### config.mk
export PLATFORM = sky130hd
export DESIGN_NAME = rbac_rx_bit_align
export DESIGN_NICKNAME = d
export VERILOG_FILES = /design/src/inc/rbac_pkg.sv /design/src/verilog/rbac_rx_bit_align.sv /design/src/verilog/rbac_byte_mem.sv /design/src/verilog/rbac_sync.sv
export VERILOG_INCLUDE_DIRS = /design/src /design/src/inc
export SDC_FILE = /design/constraint.sdc
export NUM_CORES = 1
export LEC_CHECK = 0
export BUFFER_PORTS_ARGS = -buffer_cell sky130_fd_sc_hd__buf_2
export CAP_MARGIN = 20
export CORE_ASPECT_RATIO = 1.4
export CORE_UTILIZATION = 61
export DETAILED_ROUTE_END_ITERATION = 7
export GPL_ROUTABILITY_DRIVEN = 0
export PLACE_DENSITY = 0.85
export SYNTH_ARGS = -nofsm -noshare
export SYNTH_HDL_FRONTEND = slang
export SYNTH_SLANG_ARGS = --single-unit
### constraint.sdc
create_clock -name aclk -period 5.2 [get_ports aclk]
set_input_delay 0 -clock aclk [delete_from_list [all_inputs] [get_ports aclk]]
set_output_delay 0 -clock aclk [all_outputs]
set_load 0.02 [all_outputs]
### src/inc/rbac_cfg.svh
`ifndef RBAC_CFG_SVH
`define RBAC_CFG_SVH
// register indices; byte address is four times the index
`define RBAC_IDX_BIT_CONTROL 8'h0c
`define RBAC_IDX_COLL_INFO 8'h0d
`define RBAC_IDX_ERROR_FLAGS 8'h20
`define RBAC_IDX_IRQ_STATUS 8'h21
`define RBAC_IDX_IRQ_ENABLE 8'h22
`define RBAC_IDX_IRQ_CLEAR 8'h23
`define RBAC_IDX_FRAME_CTRL 8'h24
`define RBAC_ADDR_BIT_CONTROL 12'h030
`define RBAC_ADDR_COLL_INFO 12'h034
`define RBAC_ADDR_ERROR_FLAGS 12'h080
`define RBAC_ADDR_IRQ_STATUS 12'h084
`define RBAC_ADDR_IRQ_ENABLE 12'h088
`define RBAC_ADDR_IRQ_CLEAR 12'h08c
`define RBAC_ADDR_FRAME_CTRL 12'h090
// field positions
`define RBAC_KEEP_BIT 7
`define RBAC_ALIGN_MSB 6
`define RBAC_ALIGN_LSB 4
`define RBAC_COLL_INTEG_BIT 3
`define RBAC_LAST_MSB 2
`define RBAC_LAST_LSB 0
`define RBAC_CPV_BIT 7
`define RBAC_ERR_COLL_BIT 2
`define RBAC_ERR_INTEG_BIT 0
// interrupt bits: 0 byte complete (also past the eighth, unstored), 1 frame end, 2 collision, 3 integrity error
`define RBAC_IRQ_WIDTH 4
`define RBAC_CTRL_RESET 8'h00
`define RBAC_POS_LIMIT 7'h3f
`define RBAC_BYTE_DEPTH 8
`endif

### src/inc/rbac_pkg.sv
package rbac_pkg;
  typedef enum logic [1:0] {
    RBAC_IDLE = 2'b00,
    RBAC_WAIT = 2'b01,
    RBAC_RECV = 2'b11
  } rbac_state_type;
  typedef struct packed {
    logic start;
    logic bit_valid;
    logic bit_value;
    logic collision;
    logic in_eof;
    logic frame_end;
    logic integ_err;
  } rbac_dec_type;
  typedef struct packed {
    logic valid;
    logic [7:0] data;
  } rbac_byte_type;
endpackage

### src/verilog/rbac_rx_bit_align.sv
// Behaviour
// RULE1 - zero bits after collision unless keep set
// RULE2 - alignment field sets first bit position
// RULE3 - alignment seven wraps second bit next byte
// RULE4 - zero alignment byte mode, else bit mode
// RULE5 - collision sets integrity error when enabled
// RULE6 - last bits count valid bits, zero whole
// RULE7 - decoder writes last bits, reset at start
// RULE8 - position valid only when in range
// RULE9 - position holds first collision data bit
// RULE10 - position is zero based index across bytes
// RULE11 - report only within first eight bytes
// RULE12 - position includes alignment offset
// RULE13 - host uses position only when valid
// RULE14 - no collision flag inside end symbol
// RULE15 - collision flag cleared at reception start
// RULE16 - position valid cleared at reception start
//
// Register access over AXI4-Lite was chosen for this implementation.
`include "rbac_cfg.svh"
`timescale 1ns/1ps
`default_nettype none
module rbac_rx_bit_align
  import rbac_pkg::*;
(
  input wire logic aclk,
  input wire logic aresetn,
  input wire logic [11:0] s_axi_awaddr,
  input wire logic s_axi_awvalid,
  output logic s_axi_awready,
  input wire logic [31:0] s_axi_wdata,
  input wire logic [3:0] s_axi_wstrb,
  input wire logic s_axi_wvalid,
  output logic s_axi_wready,
  output logic [1:0] s_axi_bresp,
  output logic s_axi_bvalid,
  input wire logic s_axi_bready,
  input wire logic [11:0] s_axi_araddr,
  input wire logic s_axi_arvalid,
  output logic s_axi_arready,
  output logic [31:0] s_axi_rdata,
  output logic [1:0] s_axi_rresp,
  output logic s_axi_rvalid,
  input wire logic s_axi_rready,
  input wire rbac_dec_type dec_in,
  output rbac_byte_type byte_out,
  output logic irq
);
  // ****************************************
  // decoder inputs come from the RF front end
  // ****************************************
  rbac_dec_type dec;
  rbac_sync #(.W(7)) u_sync (
    .aclk(aclk),
    .aresetn(aresetn),
    .d(dec_in),
    .q_ff(dec)
  );
  function automatic logic [31:0] widen8(input logic [7:0] v);
    return {24'h000000, v};
  endfunction
  // ****************************************
  // registers and receive state
  // ****************************************
  rbac_state_type state_ff;
  logic keep_values_after_collision_ff, collision_as_integrity_error_ff, coll_seen_ff;
  logic collision_position_valid_ff, collision_detected_ff, data_integrity_error_ff;
  logic [2:0] receive_alignment_ff, last_byte_valid_bits_ff, bpos_ff, mem_raddr_ff;
  logic [6:0] collision_position_ff, bit_idx_ff;
  logic [7:0] shift_ff, mem_rdata;
  // one extra bit marks the byte store as full after eight bytes
  logic [3:0] byte_cnt_ff;
  logic [3:0] irq_status_ff, irq_enable_ff;
  logic frame_arm;
  // ****************************************
  // AXI4-Lite slave
  // ****************************************
  logic aw_ok_ff, w_ok_ff;
  logic [11:0] awaddr_ff;
  logic [31:0] wdata_ff;
  logic [3:0] wstrb_ff;
  logic do_write;
  logic [3:0] irq_clear;
  assign do_write = aw_ok_ff && w_ok_ff && !s_axi_bvalid;
  assign irq_clear = (do_write && awaddr_ff == `RBAC_ADDR_IRQ_CLEAR && wstrb_ff[0])
      ? wdata_ff[3:0] : 4'h0;
  assign frame_arm = do_write && awaddr_ff == `RBAC_ADDR_FRAME_CTRL && wstrb_ff[0]
      && wdata_ff[0];

  always_ff @(posedge aclk) begin
    if (!aresetn) begin
      aw_ok_ff <= 1'b0;
      w_ok_ff <= 1'b0;
      awaddr_ff <= 12'h000;
      wdata_ff <= 32'h00000000;
      wstrb_ff <= 4'h0;
      s_axi_awready <= 1'b0;
      s_axi_wready <= 1'b0;
      s_axi_bvalid <= 1'b0;
      s_axi_bresp <= 2'b00;
    end else begin
      s_axi_awready <= !aw_ok_ff && !s_axi_awready && s_axi_awvalid && !s_axi_bvalid;
      s_axi_wready <= !w_ok_ff && !s_axi_wready && s_axi_wvalid && !s_axi_bvalid;
      if (s_axi_awvalid && s_axi_awready) begin
        aw_ok_ff <= 1'b1;
        awaddr_ff <= s_axi_awaddr;
      end
      if (s_axi_wvalid && s_axi_wready) begin
        w_ok_ff <= 1'b1;
        wdata_ff <= s_axi_wdata;
        wstrb_ff <= s_axi_wstrb;
      end
      if (do_write) begin
        aw_ok_ff <= 1'b0;
        w_ok_ff <= 1'b0;
        s_axi_bvalid <= 1'b1;
        s_axi_bresp <= awaddr_ff inside {`RBAC_ADDR_BIT_CONTROL, `RBAC_ADDR_COLL_INFO,
            `RBAC_ADDR_ERROR_FLAGS, `RBAC_ADDR_IRQ_STATUS, `RBAC_ADDR_IRQ_ENABLE,
            `RBAC_ADDR_IRQ_CLEAR, `RBAC_ADDR_FRAME_CTRL} ? 2'b00 : 2'b10;
      end else if (s_axi_bvalid && s_axi_bready) begin
        s_axi_bvalid <= 1'b0;
      end
    end
  end

  always_ff @(posedge aclk) begin
    if (!aresetn) begin
      s_axi_arready <= 1'b0;
      s_axi_rvalid <= 1'b0;
      s_axi_rdata <= 32'h00000000;
      s_axi_rresp <= 2'b00;
    end else begin
      s_axi_arready <= !s_axi_arready && !s_axi_rvalid && s_axi_arvalid;
      if (s_axi_arvalid && s_axi_arready) begin
        s_axi_rvalid <= 1'b1;
        s_axi_rresp <= 2'b00;
        case (s_axi_araddr)
          `RBAC_ADDR_BIT_CONTROL: s_axi_rdata <= widen8({keep_values_after_collision_ff,
              receive_alignment_ff, collision_as_integrity_error_ff, last_byte_valid_bits_ff});
          `RBAC_ADDR_COLL_INFO: s_axi_rdata <= widen8({collision_position_valid_ff,
              collision_position_ff});
          `RBAC_ADDR_ERROR_FLAGS: s_axi_rdata <= widen8({5'h00, collision_detected_ff,
              1'b0, data_integrity_error_ff});
          `RBAC_ADDR_IRQ_STATUS: s_axi_rdata <= {28'h0000000, irq_status_ff};
          `RBAC_ADDR_IRQ_ENABLE: s_axi_rdata <= {28'h0000000, irq_enable_ff};
          `RBAC_ADDR_IRQ_CLEAR: s_axi_rdata <= 32'h00000000;
          `RBAC_ADDR_FRAME_CTRL: s_axi_rdata <= widen8({2'b00, state_ff, 1'b0, mem_raddr_ff})
              | widen8(8'h00) | {16'h0000, mem_rdata, 8'h00};
          default: begin
            s_axi_rdata <= 32'h00000000;
            s_axi_rresp <= 2'b10;
          end
        endcase
      end else if (s_axi_rvalid && s_axi_rready) begin
        s_axi_rvalid <= 1'b0;
      end
    end
  end

  // ****************************************
  // control fields
  // ****************************************
  always_ff @(posedge aclk) begin
    if (!aresetn) begin
      keep_values_after_collision_ff <= 1'b0;
      receive_alignment_ff <= 3'h0;
      collision_as_integrity_error_ff <= 1'b0;
      irq_enable_ff <= 4'h0;
      mem_raddr_ff <= 3'h0;
    end else if (do_write && wstrb_ff[0]) begin
      if (awaddr_ff == `RBAC_ADDR_BIT_CONTROL) begin
        keep_values_after_collision_ff <= wdata_ff[`RBAC_KEEP_BIT];
        receive_alignment_ff <= wdata_ff[`RBAC_ALIGN_MSB:`RBAC_ALIGN_LSB];
        collision_as_integrity_error_ff <= wdata_ff[`RBAC_COLL_INTEG_BIT];
      end
      if (awaddr_ff == `RBAC_ADDR_IRQ_ENABLE) begin
        irq_enable_ff <= wdata_ff[3:0];
      end
      if (awaddr_ff == `RBAC_ADDR_FRAME_CTRL) begin
        mem_raddr_ff <= wdata_ff[6:4];
      end
    end
  end

  // ****************************************
  // receive framing
  // ****************************************
  logic rx_start, bit_take, stored_bit, byte_done, raw_coll, coll_event;
  assign rx_start = dec.start && state_ff == RBAC_WAIT;
  assign bit_take = dec.bit_valid && state_ff == RBAC_RECV;
  assign raw_coll = bit_take && dec.collision && !dec.in_eof; // RULE14
  assign coll_event = raw_coll && !coll_seen_ff;
  // unless keep_values_after_collision_ff is set, all bits after a collision, and the colliding bit, read as zero
  assign stored_bit = (coll_seen_ff || raw_coll) && !keep_values_after_collision_ff
      ? 1'b0 : dec.bit_value; // RULE1
  assign byte_done = bit_take && bpos_ff == 3'h7;

  always_ff @(posedge aclk) begin
    if (!aresetn) begin
      state_ff <= RBAC_IDLE;
    end else begin
      case (state_ff)
        RBAC_IDLE: if (frame_arm) state_ff <= RBAC_WAIT;
        RBAC_WAIT: if (dec.start) state_ff <= RBAC_RECV;
        RBAC_RECV: if (dec.frame_end) state_ff <= RBAC_IDLE;
        default: state_ff <= RBAC_IDLE;
      endcase
    end
  end

  always_ff @(posedge aclk) begin
    if (!aresetn) begin
      shift_ff <= 8'h00;
      bpos_ff <= 3'h0;
      bit_idx_ff <= 7'h00;
      byte_cnt_ff <= 4'h0;
      byte_out <= '0;
      coll_seen_ff <= 1'b0;
    end else begin
      byte_out.valid <= 1'b0;
      if (rx_start) begin
        shift_ff <= 8'h00;
        bpos_ff <= receive_alignment_ff; // RULE2
        bit_idx_ff <= {4'h0, receive_alignment_ff}; // RULE12
        byte_cnt_ff <= 4'h0;
        coll_seen_ff <= 1'b0;
      end else if (bit_take) begin
        shift_ff[bpos_ff] <= stored_bit; // RULE2
        bpos_ff <= bpos_ff + 3'h1; // RULE3
        if (bit_idx_ff <= `RBAC_POS_LIMIT) begin
          bit_idx_ff <= bit_idx_ff + 7'h01;
        end
        if (raw_coll) coll_seen_ff <= 1'b1;
        if (byte_done) begin
          byte_out.valid <= 1'b1;
          byte_out.data <= {stored_bit, shift_ff[6:0]};
          shift_ff <= 8'h00;
          if (!byte_cnt_ff[3]) byte_cnt_ff <= byte_cnt_ff + 4'h1;
        end
      end else if (state_ff == RBAC_RECV && dec.frame_end && bpos_ff != 3'h0) begin
        byte_out.valid <= 1'b1; // partial last byte
        byte_out.data <= shift_ff;
      end
    end
  end

  rbac_byte_mem u_mem (
    .aclk(aclk),
    .we(byte_done && !byte_cnt_ff[3]),
    .waddr(byte_cnt_ff[2:0]),
    .wdata({stored_bit, shift_ff[6:0]}),
    .raddr(mem_raddr_ff),
    .rdata_ff(mem_rdata)
  );

  // ****************************************
  // status fields
  // ****************************************
  always_ff @(posedge aclk) begin
    if (!aresetn) begin
      last_byte_valid_bits_ff <= 3'h0;
    end else if (rx_start) begin
      last_byte_valid_bits_ff <= 3'h0; // RULE7
    end else if (state_ff == RBAC_RECV && dec.frame_end && receive_alignment_ff != 3'h0) begin
      last_byte_valid_bits_ff <= bpos_ff; // RULE4 RULE6 RULE7
    end
  end

  always_ff @(posedge aclk) begin
    if (!aresetn) begin
      collision_position_valid_ff <= 1'b0;
      collision_position_ff <= 7'h00;
      collision_detected_ff <= 1'b0;
      data_integrity_error_ff <= 1'b0;
    end else if (rx_start) begin
      collision_position_valid_ff <= 1'b0; // RULE16
      collision_position_ff <= 7'h00;
      collision_detected_ff <= 1'b0; // RULE15
      data_integrity_error_ff <= 1'b0;
    end else begin
      if (coll_event) begin
        collision_detected_ff <= 1'b1;
        collision_position_ff <= bit_idx_ff[6:0]; // RULE9 RULE10
        // past the eighth byte the index saturates above the limit
        collision_position_valid_ff <= bit_idx_ff <= `RBAC_POS_LIMIT; // RULE8 RULE11
      end
      if ((raw_coll && collision_as_integrity_error_ff) // RULE5
          || (state_ff == RBAC_RECV && dec.integ_err)) begin
        data_integrity_error_ff <= 1'b1;
      end
    end
  end

  // ****************************************
  // interrupts: set wins over clear
  // ****************************************
  logic [3:0] irq_set;
  assign irq_set = {data_integrity_error_ff, coll_event,
      state_ff == RBAC_RECV && dec.frame_end, byte_done};
  always_ff @(posedge aclk) begin
    if (!aresetn) begin
      irq_status_ff <= 4'h0;
      irq <= 1'b0;
    end else begin
      irq_status_ff <= (irq_status_ff & ~irq_clear) | irq_set;
      irq <= |(((irq_status_ff & ~irq_clear) | irq_set) & irq_enable_ff);
    end
  end
endmodule // rbac_rx_bit_align
`default_nettype wire

### src/verilog/rbac_byte_mem.sv
`timescale 1ns/1ps
`default_nettype none
// small store of the first bytes of a frame, readable for debug
module rbac_byte_mem
  import rbac_pkg::*;
(
  input wire logic aclk,
  input wire logic we,
  input wire logic [2:0] waddr,
  input wire logic [7:0] wdata,
  input wire logic [2:0] raddr,
  output logic [7:0] rdata_ff
);
  logic [7:0] mem_ff [0:7];
  always_ff @(posedge aclk) begin
    if (we) begin
      mem_ff[waddr] <= wdata;
    end
  end
  always_ff @(posedge aclk) begin
    rdata_ff <= mem_ff[raddr];
  end
endmodule // rbac_byte_mem
`default_nettype wire

### src/verilog/rbac_sync.sv
`timescale 1ns/1ps
`default_nettype none
module rbac_sync
  import rbac_pkg::*;
#(
  parameter int W = 7
) (
  input wire logic aclk,
  input wire logic aresetn,
  input wire logic [W-1:0] d,
  output logic [W-1:0] q_ff
);
  logic [W-1:0] meta_ff;
  always_ff @(posedge aclk) begin
    if (!aresetn) begin
      meta_ff <= '0;
      q_ff <= '0;
    end else begin
      meta_ff <= d;
      q_ff <= meta_ff;
    end
  end
endmodule // rbac_sync
`default_nettype wire

; ---- After elaboration in Yosys (flattened, before gate mapping)
; Memory sizes are Yosys's and may differ from the RTL's. A register that Yosys moved wholly into a read port is not among the register bits.
; Index checks and enable logic that the tools add are counted.
[classes]
order_cmp = 3
n_addsub = 3
eq_ne = 21
bitwise_logic = 8
n_mul = 0
shift = 0
mux = 28
div = 0
reduce_logical = 71
[op_table]
columns = op, count
row1 = "12-bit by 8-bit equality test with 1-bit output, second input constant", 10
row2 = 16-bit one-hot mux with 6 select lines, 1
row3 = "12-bit by 6-bit equality test with 1-bit output, second input constant", 4
row4 = 1-bit logical AND, 35
row5 = 9-bit 2-to-1 mux, 3
row6 = 6-bit by 16-bit OR with 16-bit output, 1
row7 = 3-bit 2-to-1 mux, 5
row8 = 2-bit AND reduction, 7
row9 = 1-bit logical NOT, 11
row10 = 2-bit 2-to-1 mux, 5
row11 = 2-bit nonzero test, 5
row12 = 3-bit AND reduction, 3
row13 = 4-bit bitwise AND, 2
row14 = 8-bit bitwise mux, 1
row15 = 1-bit 2-to-1 mux, 8
row16 = 4-bit 2-to-1 mux, 2
row17 = 8-bit 2-to-1 mux, 1
row18 = "7-bit by 1-bit adder with 7-bit output, second input constant", 1
row19 = "7-bit by 6-bit less-or-equal comparator with 1-bit output, second input constant", 1
row20 = 7-bit nonzero test, 1
row21 = 7-bit OR reduction, 1
row22 = "2-bit by 1-bit != test with 1-bit output, second input constant", 3
row23 = 2-bit one-hot mux with 3 select lines, 1
row24 = 3-bit nonzero test, 2
row25 = other kinds (16), 20
[totals]
n_memories = 1
elab_cells = 172
rom_bits = 0
ramBits = 64
input_bits = 74
latchBits = 0
output_inout_bits = 51
ff_bits = 142
[mem_list]
columns = memory, depth, word_bits, read_ports, rd_ports_with_merged_regs, write_ports, line
row1 = u_mem.mem_ff, 8, 8, 1, 1, 1, rbac_byte_mem.sv:14  ; logic [7:0] mem_ff [0:7];

; ---- Longest topological paths before layout
[logic_depth]
word_depth = 10
depth_mapped = 8
mapped_depth_nobuf = 7

; ---- Cells and area by module
; Synthesis repeated with hierarchy kept, for this count alone.
[hier_totals]
cells_unflattened = 753
hier_area_um2 = 8094.0
[modules_own_cells]
columns = module, seq_area_each_um2, area_each_um2, n_inst, cells_each
row1 = rbac_rx_bit_align, 2202.1, 5011.1, 1, 610
row2 = rbac_byte_mem, 2082.0, 2691.3, 1, 114
row3 = rbac_sync, 280.3, 391.6, 1, 29

; ---- Least setup slack after synthesis
; Ideal clock, no wire load.
[synth_path]
path_kind = flip-flop to flip-flop
from = reg bpos_ff[0]
to = mem u_mem.mem_ff[0][0] (enable)
stages_incl_launch_ff = 6
slack_ns = 2.893
setup_ns = 0.383
path_buffers = 0
required_ns = 4.817
period_less_slack_ns = 2.307
arrival_time_ns = 1.924
path_cell_list = dfxtp_1 -> ha_1 -> ha_1 -> nand4_1 -> or3_1 -> nor3_1
[synth_between]
elab_chain_cells = 5
[synth_rtl]
columns = item, line
row1 = from (decl), rbac_rx_bit_align.sv:68  ; logic [2:0] receive_alignment_ff, last_byte_valid_bits_ff, bpos_ff, mem_raddr_ff;
row2 = from (signal assigned), rbac_rx_bit_align.sv:223  ; bpos_ff <= receive_alignment_ff;
row3 = from (signal assigned), rbac_rx_bit_align.sv:229  ; bpos_ff <= bpos_ff + 3'h1;
row4 = 3-bit equality test, rbac_rx_bit_align.sv:196  ; assign byte_done = bit_take && bpos_ff == 3'h7;
row5 = 1-bit logical AND, rbac_rx_bit_align.sv:196
row6 = 1-bit logical AND, rbac_rx_bit_align.sv:249  ; .we(byte_done && !byte_cnt_ff[3]),
row7 = 1-bit 2-to-1 mux, rbac_byte_mem.sv:16  ; if (we) begin
row8 = 1-bit 2-to-1 mux (implied by the code), rbac_byte_mem.sv:17  ; mem_ff[waddr] <= wdata;
row9 = to (decl), rbac_byte_mem.sv:14
; No other way between the ends.

; ---- Worst setup path in the final report
[layout_path]
from = reg bpos_ff[0]
to = mem u_mem.mem_ff[1][4] (enable)
; Same word-level chain as after synthesis.

==> results.txt <==
The routed via count came out at 5828. The kind of critical path is register to register. The worst ir drop on vdd came out at 0.000241 V.

The flow ran to the end, but the final reports show violations. The tree is rooted in a sky130_fd_sc_hd__clkbuf_16. The largest net degree at the start of global routing was 89.

The H-tree was split into 4 levels. The shortest clock period the worst path allows after layout works out to 3.00 ns. Sorting the synthesized cells by area gives the leading types as sky130_fd_sc_hd__dfxtp_1 (33%), sky130_fd_sc_hd__edfxtp_1 (24%), sky130_fd_sc_hd__mux4_2 (4.5%). For this design the top-level I/O count stands at 125.

The run gives 5795 as the number of global-route vias before repair. The placed wire-length estimate after detailed placement was 12.0 mm. TritonCTS built the clock tree. The clock net in this run drives a total of 196 sinks. The layout overhead on the synthesized area works out to 17.2%. The library cells used most frequently in the layout, excluding fill and tap cells, are sky130_fd_sc_hd__dfxtp_1 (132), sky130_fd_sc_hd__nand2_1 (88), sky130_fd_sc_hd__buf_2 (80), sky130_fd_sc_hd__edfxtp_1 (64), sky130_fd_sc_hd__nor2_1 (42).

The tools report the number of setup violations in the final report as 0. The final routed wire length divided by cell count came out at 19.0 um. Power spread over the standard cell area amounts to 331 nW/um2.

The worst hold path belongs to the class input port to register. After synthesis the netlist holds a flip-flop and latch count of 196. 0 antenna diodes ended up in the layout. Summing all multi-input logic gate instances after layout gives 3080 um2. The worst pin sits at a relative slew slack of 34.6%.

The routed design has 18.5 mm of wire. The number of cell rows was 48. The critical path data required time was 5.33 ns; the fill cell total of the finished layout was 818. The number of max-slew violations in the final report is 0. The number of antenna-violating nets in the routed design is 0. The final critical path takes up 57.8% of the cycle.

Along the worst path, the maximum fanout reaches 12. In the global route stage, overall resource usage came out at 28.5%. The share of the Yosys chip area taken by registers is 57.6%. The share of the synthesized area in the top cell type is 33.4%.

The layout cell share with drive strength beyond 1 works out to 18.1%. The most numerous cell on the critical path was sky130_fd_sc_hd__ha_1. The initial utilization of the core area, before any placement, comes to 63.4%. The flip-flop cell with the highest count after synthesis was sky130_fd_sc_hd__dfxtp_1.

The core occupancy in the finished layout was 74.3%. Number of hold-slack violations in the final timing report: 0. The netlist area before placement was 7920 um2; the average cell area after synthesis was 11.1 um2.

Of all cell types, the one taking the most synthesized area is sky130_fd_sc_hd__dfxtp_1. Across the routed clock network, the largest skew measured is 0.00942 ns. The leading cell type in the layout, fill and taps excluded is sky130_fd_sc_hd__dfxtp_1. The total grt overflow was 0. The kind of end point of the critical path was a register. For the leakage component of the power, the log shows 3.24 nW. The type of element launching the critical path was a register. Data arrival time of the worst path: 3.14 ns. The number of iterations in the first detailed-routing pass was 8; the buffer count from post-CTS setup fixing was 0. In the routed layout, each cell is associated on average with a via count of 6.00.

The number of flops mapped to enable cells by yosys is 64, and the count of buffers inserted at the top-level ports is 79. The run gives 13500 um2 as the area of the die. The die is 98.3 um wide. For this run, design rule violations remaining after detail routing come to 3.

The vertical die dimension is 137 um, and the number of warnings printed during yosys synthesis is 0. Clock-pin slew was measured on the worst setup and hold paths at 0.07 ns. The total power after layout came out at 3.07 mW. The checks that failed: DRC. For this run, the slowest stage of the critical path takes 0.60 ns. The maximum buffer depth of the clock tree was 2.

Max-cap violations in this run came to 0. The sequential cell area in the final layout is 4560 um2, and the final setup TNS is 0 ns. The core region area was 12500 um2. The critical path buffer and inverter count was 1; the detailed router's first-iteration violation count was 516. The kind of cell with the highest combined delay on the critical path is simple AND/OR/NAND/NOR gates. The signal on the critical path passes through ha_1 > ha_1 > nand4_1 > nor2_1 > nand2_1 > nor3_1 > buf_2. The number of antenna violations at the first check in global routing is 0, and the async set-or-reset flop fraction in the synthesized netlist is 0%. The clock reaches the later pin of the worst-skew pair after 0.43 ns. Timing would allow up to 333 MHz. The tools report the first-pass GRT wire length as 29.1 mm.

The number of instances resized during post-cts repair was 0. The synthesized netlist contains 60 unique library cells. The slowest stage of the critical path is the sky130_fd_sc_hd__nor3_1 cell. For this run, the post-layout net count is 887. In this run, CTS created clock tree buffers numbering 17. Synthesis produced a netlist whose cell count is 712. Setup repair after global routing left no endpoint under its margin.

At the pin with the least slew margin, the transition time is 0.968 ns.
[report_power, final]
| part | internal, mW | switching (mW) |
|---|---|---|
| logic | 0.0511 | 0.0676 |
| registers | 1.58 | 0.0108 |
| clock network | 0.771 | 0.587 |
| total | 2.41 | 0.666 |
[layout make-up]
type	instances	area share (%)
inverters	13	0.526
clock buffers	17	4.58
multi-input cells	462	33.1
well taps	150	2.02
flip-flops and latches	196	49.2
clock inverters	15	2.09
repair buffers	118	8.47
[cell families after synthesis]
logic type | synth area share, %
xor gates and xnor gates | 0.774
muxes | 9.10
buffers and inverters | 4.44
other | 0.0473
adders and majority gates | 0.916
AOI/OAI and AO/OA | 11.1
DFF | 57.6
and+or+nand+nor | 16.0
[per-layer routing]
| metal | part of all wire, % | global-route usage, % | vias to the layer above |
|---|---|---|---|
| li1 | - | - | 2711 |
| met1 | 35 | 29.8 | 2779 |
| met2 | 55 | 53.3 | 270 |
| met3 | 5.0 | 5.16 | 68 |
| met4 | 4.6 | 17.0 | 0 |
| met5 | 0 | 0 | - |
[registers in the layout (all words and copies together), names as in the netlist, 2 cells and up]
signal / flops
u_mem.mem_ff: 64
awaddr_ff: 12
bpos_ff: 3
last_byte_valid_bits_ff: 3
u_sync.q_ff: 7
byte_cnt_ff: 4
irq_enable_ff: 4
collision_position_ff: 7
u_mem.rdata_ff: 8
irq_status_ff: 4
state_ff: 2
u_sync.meta_ff: 7
mem_raddr_ff: 3
byte_out: 9
wdata_ff: 8
receive_alignment_ff: 3
s_axi_rdata: 16
bit_idx_ff: 7
shift_ff: 8
[Yosys cell counts, types with 6 or more instances]
master	n
sky130_fd_sc_hd__nor2b_1	21
sky130_fd_sc_hd__a22oi_1	10
sky130_fd_sc_hd__nor2_1	42
sky130_fd_sc_hd__clkbuf_1	32
sky130_fd_sc_hd__a21oi_1	18
sky130_fd_sc_hd__nand2_1	88
sky130_fd_sc_hd__nand4_1	6
sky130_fd_sc_hd__buf_4	19
sky130_fd_sc_hd__mux4_2	16
sky130_fd_sc_hd__dfxtp_1	132
sky130_fd_sc_hd__nor3_1	9
sky130_fd_sc_hd__a31oi_1	8
sky130_fd_sc_hd__and2_1	21
sky130_fd_sc_hd__nand2b_1	10
sky130_fd_sc_hd__o21ai_1	6
sky130_fd_sc_hd__mux2_2	8
sky130_fd_sc_hd__and3_1	6
sky130_fd_sc_hd__a21boi_1	8
sky130_fd_sc_hd__a21boi_0	28
sky130_fd_sc_hd__edfxtp_1	64
sky130_fd_sc_hd__inv_1	13
sky130_fd_sc_hd__nand3_1	24
sky130_fd_sc_hd__mux2i_1	27
sky130_fd_sc_hd__o21ai_0	25
[tightest hold or removal path, delay by kind of cell]
| family | cells | cell delay [ns] |
|---|---|---|
| and+or+nand+nor | 2 | 0.24 |
| AOI/OAI and AO/OA | 1 | 0.09 |
| buffers and inverters | 1 | 0.09 |
[per-stage QoR]
stage                     cells  area, um2  hold WS [ns]  setup WS [ns]
after detailed placement    905       8330         0.210           2.23
after global placement      902       8290         0.210           2.11
final                       971       9280        0.0422           2.20
after floorplan             729       7990         0.118           2.89
after CTS                   970       9280        0.0319           2.23
after global routing        971       9280        0.0728           1.98
[timing repair]
action	4_1_cts	5_1_grt
hold buffers	33	0
endpoints found under the setup margin	0	0
hold endpoints to repair	33	0
[final timing paths]
kind	cells past startpoint	slack, ns	startpoint	to
max	7	2.20	bpos_ff[0]$_SDFFE_PN0P_	u_mem.mem_ff[1][4]$_DFFE_PP_
min	4	0.04	s_axi_araddr[6]	s_axi_rdata[4]$_SDFFE_PN0P_
max reg2reg	7	2.20	bpos_ff[0]$_SDFFE_PN0P_	u_mem.mem_ff[1][4]$_DFFE_PP_
min reg2reg	1	0.43	u_sync.meta_ff[1]$_SDFF_PN0_	u_sync.q_ff[1]$_SDFF_PN0_
Power figures use the tool's default switching activity.
